==> config.mk <==
export PLATFORM = sky130hd
export DESIGN_NAME = spiop_port
export DESIGN_NICKNAME = d
export VERILOG_FILES = /design/src/rtl/spiop_pkg.sv /design/src/rtl/spiop_port.sv
export SDC_FILE = /design/constraint.sdc
export NUM_CORES = 1
export LEC_CHECK = 0
export ABC_AREA = 1
export BUFFER_PORTS_ARGS = -buffer_cell sky130_fd_sc_hd__buf_2
export CAP_MARGIN = 20
export CORE_ASPECT_RATIO = 0.9
export CORE_MARGIN = 4
export CORE_UTILIZATION = 40
export DETAILED_ROUTE_END_ITERATION = 10
export HOLD_SLACK_MARGIN = 0.12
export PLACE_DENSITY = 0.67
export REMOVE_ABC_BUFFERS = 1
export SLEW_MARGIN = 10
export SYNTH_ARGS = -nofsm -noshare
export SYNTH_HDL_FRONTEND = slang
export SYNTH_SLANG_ARGS = --single-unit
==> constraint.sdc <==
create_clock -name ref_clk -period 1.35 [get_ports ref_clk]
set_clock_uncertainty 0.15 [all_clocks]
set_input_delay 0.0675 -clock ref_clk [delete_from_list [all_inputs] [get_ports ref_clk]]
set_output_delay 0.0675 -clock ref_clk [all_outputs]
set_load 0.05 [all_outputs]
==> src/rtl/spiop_pkg.sv <==
package spiop_pkg;
  localparam int SPIOP_WIDTH = 16;
  localparam int SPIOP_CN_COUNT = 24;
  localparam int SPIOP_CN_HALF = 16;
  localparam logic [15:0] SPIOP_DIR_RST = 16'hffff;
  localparam logic [15:0] SPIOP_LAT_RST = 16'h0000;
  localparam logic [15:0] SPIOP_ODC_RST = 16'h0000;
  localparam logic [15:0] SPIOP_PCFG_RST = 16'h0000;
  localparam logic [15:0] SPIOP_CNEN_RST = 16'h0000;
  localparam logic [15:0] SPIOP_CNPU_RST = 16'h0000;
  typedef enum logic [2:0]
  {
    SPIOP_CMD_NONE = 3'h0,
    SPIOP_CMD_DIR = 3'h1,
    SPIOP_CMD_LAT = 3'h2,
    SPIOP_CMD_PORT = 3'h3,
    SPIOP_CMD_ODC = 3'h4
  } spiop_cmd_t;
endpackage

==> src/rtl/spiop_port.sv <==
`timescale 1ns/1ps
`default_nettype none
// What this block does
// RL1: Active peripheral takes the pin's output driver
// RL2: Idle enabled peripheral leaves pin to port
// RL3: Port output never loops into peripheral input
// RL4: Direction bit one is input, zero output
// RL5: Reset makes every pin an input
// RL6: Latch read returns latch, write updates latch
// RL7: Port read returns pins, write updates latch
// RL8: Unimplemented bits read zero everywhere
// RL9: Open-drain bit makes port-driven output drive low only
// RL10: Cleared config bit means analog, reset analog
// RL11: Either converter's cleared bit makes pin analog
// RL12: Analog pins read zero from port register
// RL13: Disabled converter forces its pins digital
// RL14: Software sets analog pins as inputs
// RL15: Software waits one cycle before reading port
// RL16: Twenty-four change inputs can request interrupt
// RL17: Change detection keeps working during sleep
// RL18: Enable bit lets a pin's changes interrupt
// RL19: Each change pin has enabled weak pull-up
// RL20: Software drops pull-up on digital outputs
// RL21: Enabled pin differing from sample sets flag
module spiop_port
  import spiop_pkg::*;
#(
  parameter int WIDTH = SPIOP_WIDTH,
  parameter logic [15:0] IMPL_MASK = 16'hffff,
  parameter logic [15:0] ANALOG_MASK = 16'h00ff,
  parameter int CN_COUNT = SPIOP_CN_COUNT
)
(
  input wire logic ref_clk,
  input wire logic reset_n,
  input wire logic sleep_mode,
  input wire logic wr_en,
  input wire logic [2:0] wr_sel,
  input wire logic [15:0] wr_data,
  input wire logic pcfg1_wr,
  input wire logic [15:0] pcfg1_data,
  input wire logic pcfg2_wr,
  input wire logic [15:0] pcfg2_data,
  input wire logic conv1_disable,
  input wire logic second_converter_disable,
  input wire logic change_int_enable_1_wr,
  input wire logic [15:0] change_int_enable_1_data,
  input wire logic change_int_enable_2_wr,
  input wire logic [15:0] change_int_enable_2_data,
  input wire logic weak_pullup_enable_1_wr,
  input wire logic [15:0] weak_pullup_enable_1_data,
  input wire logic weak_pullup_enable_2_wr,
  input wire logic [15:0] weak_pullup_enable_2_data,
  input wire logic cn_flag_clr,
  input wire logic [15:0] pin_in,
  input wire logic [15:0] periph_active,
  input wire logic [15:0] periph_out,
  input wire logic [23:0] cn_pin_in,
  output logic [15:0] pin_out,
  output logic [15:0] pin_oe,
  output logic [15:0] periph_in,
  output logic [15:0] pin_direction_reg,
  output logic [15:0] output_latch_reg,
  output logic [15:0] pin_level_reg,
  output logic [15:0] open_drain_select_reg,
  output logic [15:0] analog_pins,
  output logic [23:0] weak_pullup_en,
  output logic cn_flag
);
  initial
  begin
    if (WIDTH != 16)
      $error("spiop_port: WIDTH must be 16");
    if (CN_COUNT < 1 || CN_COUNT > 24)
      $error("spiop_port: CN_COUNT must lie in 1 to 24");
    if ((ANALOG_MASK & ~IMPL_MASK) != 16'h0000)
      $error("spiop_port: ANALOG_MASK names unimplemented pins");
    if (IMPL_MASK == 16'h0000)
      $error("spiop_port: IMPL_MASK leaves no pins");
  end

  // Unimplemented bits never leave the block
  function automatic logic [15:0] impl_bits(input logic [15:0] v);
    impl_bits = v & IMPL_MASK;
  endfunction

  // A disabled converter claims no pins whatever its config holds
  function automatic logic [15:0] conv_claims(input logic off, input logic [15:0] cfg);
    conv_claims = off ? 16'h0000 : ~cfg;
  endfunction

  // Change inputs 23:16 live in the low byte of the second register
  function automatic logic [23:0] cn_join(input logic [15:0] hi, input logic [15:0] lo);
    cn_join = {hi[7:0], lo};
  endfunction

  logic [15:0] dir_ff;
  logic [15:0] lat_ff;
  logic [15:0] odc_ff;
  logic [15:0] pcfg1_ff;
  logic [15:0] pcfg2_ff;
  logic [15:0] change_int_enable_1_ff;
  logic [15:0] change_int_enable_2_ff;
  logic [15:0] weak_pullup_enable_1_ff;
  logic [15:0] weak_pullup_enable_2_ff;
  logic [23:0] cn_prev_ff;
  logic cn_primed_ff;
  logic cn_flag_ff;
  logic [15:0] nxt_analog;
  logic [15:0] nxt_level;
  logic [15:0] nxt_drv;
  logic [15:0] nxt_val;
  logic [15:0] nxt_oe;
  logic [15:0] nxt_out;
  logic [23:0] cn_mask;
  logic [23:0] cn_en;
  logic cn_hit;
  logic [15:0] nxt_periph;
  logic [23:0] cn_diff;

  // One process per register, except that both config registers share one; a write to the port lands in the latch
  always_ff @(posedge ref_clk or negedge reset_n)
  begin
    if (!reset_n)
      dir_ff <= SPIOP_DIR_RST; // RL5
    else if (wr_en && wr_sel == SPIOP_CMD_DIR)
      dir_ff <= wr_data; // RL4
  end

  always_ff @(posedge ref_clk or negedge reset_n)
  begin
    if (!reset_n)
      lat_ff <= SPIOP_LAT_RST;
    else if (wr_en && wr_sel == SPIOP_CMD_LAT)
      lat_ff <= wr_data; // RL6
    else if (wr_en && wr_sel == SPIOP_CMD_PORT)
      lat_ff <= wr_data; // RL7
  end

  always_ff @(posedge ref_clk or negedge reset_n)
  begin
    if (!reset_n)
      odc_ff <= SPIOP_ODC_RST;
    else if (wr_en && wr_sel == SPIOP_CMD_ODC)
      odc_ff <= wr_data; // RL9
  end

  always_ff @(posedge ref_clk or negedge reset_n)
  begin
    if (!reset_n)
    begin
      pcfg1_ff <= SPIOP_PCFG_RST; // RL10
      pcfg2_ff <= SPIOP_PCFG_RST;
    end
    else
    begin
      if (pcfg1_wr)
        pcfg1_ff <= pcfg1_data;
      if (pcfg2_wr)
        pcfg2_ff <= pcfg2_data;
    end
  end

  always_ff @(posedge ref_clk or negedge reset_n)
  begin
    if (!reset_n)
      change_int_enable_1_ff <= SPIOP_CNEN_RST;
    else if (change_int_enable_1_wr)
      change_int_enable_1_ff <= change_int_enable_1_data; // RL18
  end

  always_ff @(posedge ref_clk or negedge reset_n)
  begin
    if (!reset_n)
      change_int_enable_2_ff <= SPIOP_CNEN_RST;
    else if (change_int_enable_2_wr)
      change_int_enable_2_ff <= change_int_enable_2_data; // RL18
  end

  always_ff @(posedge ref_clk or negedge reset_n)
  begin
    if (!reset_n)
      weak_pullup_enable_1_ff <= SPIOP_CNPU_RST;
    else if (weak_pullup_enable_1_wr)
      weak_pullup_enable_1_ff <= weak_pullup_enable_1_data; // RL19
  end

  always_ff @(posedge ref_clk or negedge reset_n)
  begin
    if (!reset_n)
      weak_pullup_enable_2_ff <= SPIOP_CNPU_RST;
    else if (weak_pullup_enable_2_wr)
      weak_pullup_enable_2_ff <= weak_pullup_enable_2_data; // RL19
  end

  // Pin muxing and analog selection
  always_comb
  begin
    nxt_analog = impl_bits(ANALOG_MASK & (conv_claims(conv1_disable, pcfg1_ff) // RL10 RL13
      | conv_claims(second_converter_disable, pcfg2_ff))); // RL11 RL13
    nxt_level = impl_bits(pin_in & ~nxt_analog); // RL12 RL8
    // Peripheral owns the driver when active, else the port does
    nxt_val = (periph_active & periph_out) | (~periph_active & lat_ff); // RL1 RL2
    nxt_drv = periph_active | ~dir_ff; // RL1 RL2 RL4
    // Open drain, port-driven pins only: drive only a low level, release for a high
    nxt_oe = impl_bits(nxt_drv & ~(odc_ff & ~periph_active & nxt_val)); // RL9
    nxt_out = impl_bits(nxt_val & ~(odc_ff & ~periph_active)); // RL9
    // While the port drives a pin the peripheral sees zero, not our own data
    nxt_periph = impl_bits(pin_in & ~(~dir_ff & ~periph_active) & ~nxt_analog); // RL3
  end

  always_ff @(posedge ref_clk or negedge reset_n)
  begin
    if (!reset_n)
    begin
      pin_out <= 16'h0000;
      pin_oe <= 16'h0000;
      periph_in <= 16'h0000;
    end
    else
    begin
      pin_out <= nxt_out;
      pin_oe <= nxt_oe;
      periph_in <= nxt_periph; // RL3
    end
  end

  // Readbacks cost a cycle of latency but keep every output on a flop
  always_ff @(posedge ref_clk or negedge reset_n)
  begin
    if (!reset_n)
    begin
      pin_direction_reg <= 16'h0000;
      output_latch_reg <= 16'h0000;
      open_drain_select_reg <= 16'h0000;
    end
    else
    begin
      pin_direction_reg <= impl_bits(dir_ff); // RL8
      output_latch_reg <= impl_bits(lat_ff); // RL6 RL8
      open_drain_select_reg <= impl_bits(odc_ff);
    end
  end

  always_ff @(posedge ref_clk or negedge reset_n)
  begin
    if (!reset_n)
    begin
      pin_level_reg <= 16'h0000;
      analog_pins <= 16'h0000;
    end
    else
    begin
      pin_level_reg <= nxt_level; // RL7 RL12
      analog_pins <= nxt_analog;
    end
  end

  // Change notification
  always_comb
  begin
    cn_mask = (CN_COUNT >= 24) ? 24'hffffff : ((24'h000001 << CN_COUNT) - 24'h000001);
    cn_en = cn_join(change_int_enable_2_ff, change_int_enable_1_ff) & cn_mask; // RL18
    cn_diff = (cn_pin_in ^ cn_prev_ff) & cn_en; // RL21
    cn_hit = cn_primed_ff && cn_diff != 24'h000000; // RL21
  end

  always_ff @(posedge ref_clk or negedge reset_n)
  begin
    if (!reset_n)
      weak_pullup_en <= 24'h000000;
    else
      weak_pullup_en <= cn_join(weak_pullup_enable_2_ff, weak_pullup_enable_1_ff) & cn_mask; // RL19
  end

  // Sampled every cycle irrespective of sleep_mode; only the core clock stops in sleep
  always_ff @(posedge ref_clk or negedge reset_n)
  begin
    if (!reset_n)
    begin
      cn_prev_ff <= 24'h000000;
      cn_primed_ff <= 1'b0;
    end
    else
    begin
      cn_prev_ff <= cn_pin_in; // RL17
      cn_primed_ff <= 1'b1;
    end
  end

  // Set wins over a simultaneous clear
  always_ff @(posedge ref_clk or negedge reset_n)
  begin
    if (!reset_n)
      cn_flag_ff <= 1'b0;
    else if (cn_hit)
      cn_flag_ff <= 1'b1; // RL16 RL21
    else if (cn_flag_clr)
      cn_flag_ff <= 1'b0;
  end

  // The flag pin is the flag flop itself, so a clear shows on the next cycle
  assign cn_flag = cn_flag_ff;
endmodule
`default_nettype wire

==> results of run 1 <==
-- metrics by stage --
stage                     setup TNS [ps]  instances  utilization
after global placement                 0       1388        0.486
after CTS                          -91.8       1653        0.629
final                              -29.2       1654        0.639
after global routing                -379       1654        0.639
after floorplan                        0        753            -
after detailed placement               0       1388        0.486
-- kinds of logic after synthesis --
family                 share of synthesized area
AND/OR/NAND/NOR                           0.0898
buffers and inverters                     0.0499
AO/OA/AOI/OAI                             0.0643
flip-flops                                 0.722
other                                   0.000766
multiplexers                              0.0735
-- cells in the mapped netlist --
| cell | instances |
|---|---|
| nand3_1 | 7 |
| clkbuf_8 | 2 |
| a21oi_1 | 2 |
| clkbuf_2 | 1 |
| nand3_2 | 1 |
| dfrtp_1 | 266 |
| nor2_1 | 58 |
| o21a_1 | 16 |
| o22ai_1 | 8 |
| o21ai_0 | 44 |
| nand2_1 | 152 |
| buf_2 | 8 |
| nor2_4 | 1 |
| a22o_1 | 1 |
| buf_6 | 8 |
| o21ai_2 | 15 |
| o21ai_1 | 18 |
| dfstp_2 | 16 |
| nand2_2 | 1 |
| conb_1 | 2 |
| mux2_2 | 64 |
| or2_2 | 2 |
| buf_4 | 8 |
| nand3_4 | 1 |
| inv_1 | 71 |
-- routing by layer --
layer / track usage / vias to the layer above / wire length (um)
li1: - / 3558 / -
met1: 0.246 / 3742 / 11000
met2: 0.361 / 318 / 14400
met3: 0.0633 / 73 / 2480
met4: 0.0653 / 2 / 937
met5: 0 / - / 17
-- worst max-delay path, delay by kind of cell --
family | cells | cell delay, ps
buffers and inverters | 4 | 1240
AND/OR/NAND/NOR | 1 | 200
AO/OA/AOI/OAI | 1 | 180
-- final cells by class --
| cell class | count | area (sq um) |
|---|---|---|
| tap | 308 | 385 |
| timing repair buffer | 539 | 4460 |
| sequential | 282 | 7080 |
| clock inverter | 12 | 121 |
| multi-input combinational | 400 | 2270 |
| antenna | 1 | 2.50 |
| clock buffer | 41 | 871 |
| fill | 1682 | 8730 |
| inverter | 71 | 267 |
-- power groups by stage --
stage	registers (mW)	logic [mW]	clock network, mW
2_1_floorplan	12.1	0.847	0
3_3_place_gp	10.2	4.19	0
3_5_place_dp	10.3	4.24	0
4_1_cts	10.2	5.06	8.30
5_1_grt	10.4	5.56	8.74
6_report	10.2	5.26	8.16
-- repair_timing --
action                                 4_1_cts  5_1_grt
endpoints found under the hold margin      491       23
setup endpoints to repair                  124       69
resized for setup                          139       89
gates cloned                                 0        0
-- worst paths after layout --
check / to / slack (ps) / depth (start not counted)
setup / recovery: periph_in[3] / -20 / 6
hold / removal: change_int_enable_2_ff[2] / -120 / 2
setup reg to reg: cn_flag / -10 / 9
hold reg to reg: weak_pullup_en[5] / 210 / 0
max in group asynchronous: dir_ff[13] / 520 / 3
min in group ref_clk: periph_in[13] / 150 / 3
==> impl_metrics.tcl, run 1 <==
set metrics [dict create \
    worst-path-max-fanout 2 \
    rows 54 \
    ctsHoldBuffers 212 \
    cts_root_buf "clkbuf_16" \
    dpl.hpwl_mm 17.3 \
    finalSetupViolations 2 \
    wirelength_mm 28.9 \
    crit_arrival_ps 1690 \
    cts_tree "done" \
    hold_viol_final 23 \
    seq_power_share 0.433 \
    fin_ws_ps -19.2 \
    pwr-share-clk 0.345 \
    slowest_stage "dlygate4sd3_1" \
    dr.pass1.iters 5 \
    design_area_sq_mm 0.0155 \
    ys_seq_elements 282 \
    slew_viol_final 0 \
    cts_buffer_depth 3 \
    maxClockFrequency_mhz 730 \
    top_regs "cn_prev_ff (24), weak_pullup_en (24)" \
    nets 1523 \
    startpoint "pin_in[3]" \
    yosysSeqAreaShare 0.722 \
    leakage_nw 7.64 \
    cts_setup_buffers 0 \
    rsz0062_at_grt "yes" \
    cp.required_ps 1670 \
    critPathKind "in -> reg" \
    clkSinkCount 282 \
    grt-ovfl-total 0 \
    track_usage 0.206 \
    routed_wire_length_per_instance_um 17.5 \
    drt-initial-drc-count 490 \
    pwr-share-comb 0.222 \
    r2r-start "cn_prev_ff[1]" \
    num_io_pins 353 \
    post-route-period-util 1.01 \
    die-width_um 173 \
    synth_top_area_frac 0.679 \
    synth_cell_types 25 \
    post_synth_instance_area_sq_mm 0.00981 \
    ir_drop_mv 1.29 \
    io_buffer_count 311 \
    maxCapViolations 0 \
    path_cells "dlygate4sd3_1 > buf_2 > dlygate4sd3_1 > inv_1 > nor2_1 > o21a_1" \
    grt_max_degree 57 \
    fin_total_pwr_mw 23.7 \
    antenna_found_initial 2 \
    crit_path_start_kind "input pin" \
    htreeDepth 1 \
    cts.clk_slew.worst_paths_ps 60 \
    viasPerCell 4.65 \
    holdWs_ps -123 \
    failed_checks "hold timing, setup timing" \
    start_util 0.405 \
    synth.area.top_cells "dfrtp_1, mux2_2, nand2_1, dfstp_2, inv_1" \
    hp-class "in -> async" \
    p_sw_mw 7.30 \
    placed_cell_area_sq_mm 0.0117 \
    final_cell_mix "dfrtp_1, dlygate4sd3_1, buf_2" \
    dieArea_sq_mm 0.0271 \
    antenna_left 0 \
    synthToLayoutAreaGrowth_pct 57.6 \
    switching_share 0.308 \
    yosysWarnings 0 \
    drive_gt1_frac 0.358 \
    place_congestion 0.779 \
    netlist_instances 773 \
    internal_power_mw 16.4 \
    via_count 7693 \
    grt_pass1_wl_mm 45.1 \
    p_per_area_mw_per_mm2 1530 \
    cp-end-kind "flop" \
    grt_pass1_vias 8415 \
    slowest_delay_ps 550 \
    crit_top_cell "dlygate4sd3_1" \
    outcome "finished, violations left" \
    drcViolationCount 0 \
    cts_made_buffers 29 \
    yosysTopAreaCell "dfrtp_1" \
    period_minus_slack_ps 1370 \
    layout_commonest_cell "dfrtp_1" \
    dp_slack_ps 71.3 \
    fp.dieH_um 157 \
    core-area_sq_mm 0.0242 \
    clock_latency_ps 540 \
    syn_avg_cell_area_sq_um 12.7 \
]
Power figures use the tool's default switching activity.
==> run 2, diff against run 1 <==
--- a/config.mk
+++ b/config.mk
@@ -8,12 +8,14 @@
 export ABC_AREA = 1
 export BUFFER_PORTS_ARGS = -buffer_cell sky130_fd_sc_hd__buf_2
 export CAP_MARGIN = 20
+export CELL_PAD_IN_SITES_DETAIL_PLACEMENT = 0
+export CELL_PAD_IN_SITES_GLOBAL_PLACEMENT = 1
 export CORE_ASPECT_RATIO = 0.9
 export CORE_MARGIN = 4
-export CORE_UTILIZATION = 40
+export CORE_UTILIZATION = 38
 export DETAILED_ROUTE_END_ITERATION = 10
 export HOLD_SLACK_MARGIN = 0.12
-export PLACE_DENSITY = 0.67
+export PLACE_DENSITY_LB_ADDON = 0.1
 export REMOVE_ABC_BUFFERS = 1
 export SLEW_MARGIN = 10
 export SYNTH_ARGS = -nofsm -noshare
==> impl_metrics.tcl, run 2 (synthesized netlist as in run 1, its figures left out) <==
set metrics [dict create \
    nets 1523 \
    switching_share 0.305 \
    slowest_delay_ps 360 \
    slew_viol_final 0 \
    track_usage 0.181 \
    maxClockFrequency_mhz 761 \
    routed_wire_length_per_instance_um 15.2 \
    r2r-start "cn_prev_ff[3]" \
    dp_slack_ps 32.7 \
    drive_gt1_frac 0.354 \
    startpoint "periph_in[5]" \
    cp-end-kind "primary output" \
    ctsHoldBuffers 212 \
    grt_max_degree 71 \
    slowest_stage "dfrtp_1" \
    p_per_area_mw_per_mm2 1490 \
    pwr-share-comb 0.223 \
    critPathKind "reg -> out" \
    htreeDepth 1 \
    placed_cell_area_sq_mm 0.0118 \
    met2_usage 0.300 \
    cts_made_buffers 29 \
    top_regs "cn_prev_ff (24), weak_pullup_en (24)" \
    ir_drop_mv 1.08 \
    dr.pass1.iters 5 \
    cts_tree "done" \
    leakage_nw 7.58 \
    grt_pass1_wl_mm 41.7 \
    pwr-share-clk 0.334 \
    cts.clk_slew.worst_paths_ps 60 \
    io_buffer_count 311 \
    rows 55 \
    global_route.usage.met1 0.236 \
    path_cells "clkbuf_4" \
    wirelength_mm 25.7 \
    maxCapViolations 0 \
    crit_family "flip-flops" \
    period_minus_slack_ps 1310 \
    clock_latency_ps 530 \
    start_util 0.388 \
    design_area_sq_mm 0.0153 \
    internal_power_mw 15.9 \
    top_usage_layer "met2" \
    crit_arrival_ps 1100 \
    cp.required_ps 1130 \
    gr-usage-met3 0.0506 \
    core-area_sq_mm 0.0253 \
    antenna_found_initial 0 \
    post-route-period-util 0.973 \
    n_antenna_cell 0 \
    p_sw_mw 6.98 \
    dpl.hpwl_mm 16.9 \
    place_congestion 0.753 \
    fp.dieH_um 160 \
    drt-initial-drc-count 392 \
    finalSetupViolations 0 \
    rsz0062_at_grt "yes" \
    hp-class "in -> async" \
    synthToLayoutAreaGrowth_pct 56.4 \
    fin_total_pwr_mw 22.9 \
    dieArea_sq_mm 0.0284 \
    seq_power_share 0.443 \
    layout_commonest_cell "dfrtp_1" \
    fin_ws_ps 36.8 \
    cts_buffer_depth 3 \
    viasPerCell 4.32 \
    grt_pass1_vias 7905 \
    antenna_left 0 \
    clkSinkCount 282 \
    holdWs_ps -195 \
    failed_checks "hold timing" \
    die-width_um 177 \
    num_io_pins 353 \
    worst-path-max-fanout 1 \
    crit_path_start_kind "flop" \
    setup_tns_ps 0 \
    cts_root_buf "clkbuf_16" \
    hold_viol_final 16 \
    via_count 7288 \
    grt-ovfl-total 0 \
    worst-path-buf-inv 1 \
    drcViolationCount 0 \
    outcome "finished, violations left" \
    final_cell_mix "dfrtp_1, dlygate4sd3_1, buf_2" \
]
==> run 2: cell types whose count changed in the layout (fill, tap and decap cells not counted), moves of 2 or more <==
cell	change
buf_12	+3
buf_2	+3
buf_4	+12
buf_6	-32
bufinv_16	-2
clkbuf_1	+6
clkbuf_4	+14
clkinvlp_4	-3
nor2_1	-2
nor2_2	+2
==> run 2: cell type report <==
cell class / count / area [sq um]
flip-flops and latches: 282 / 7080
clock buffers: 47 / 893
fillers: 2118 / 9920
repair buffers: 539 / 4370
well taps: 342 / 428
multi-input cells: 400 / 2280
clock inverters: 5 / 25.0
inverters: 71 / 267
==> run 2: path summary, 6_finish.rpt <==
path	endpoint	slack, ps	depth (start not counted)
max	periph_in[5]	40	1
min	weak_pullup_en[17]	-190	2
max reg2reg	cn_flag	90	8
min reg2reg	weak_pullup_en[9]	220	0
max in group asynchronous	dir_ff[2]	540	4
min in group ref_clk	periph_in[8]	150	3
==> run 2: stage by stage <==
stage,utilization,instances
finish,0.607,1686
floorplan,-,753
global placement,0.468,1422
global route,0.607,1686
CTS,0.597,1686
detailed placement,0.468,1422
==> run 2: metal layers <==
layer	wire, um	vias up
li1	-	3546
met1	10700	3467
met2	12400	232
met3	1980	43
met4	610	0
met5	0	-
==> run 2: repair_timing <==
action	4_1_cts	5_1_grt
cloned	0	0
endpoints found under the setup margin	88	81
resized for setup	89	125
pin swaps	0	12
setup buffers	0	0
endpoints found under the hold margin	491	34
==> run 2: power groups by stage <==
stage	clock (mW)	sequential, mW	combinational (mW)
final	7.64	10.1	5.11
after global routing	8.26	10.3	5.44
after CTS	7.85	10.1	4.98
after detailed placement	0	10.2	4.28
after global placement	0	10.2	4.25
after floorplan	0	12.1	0.847
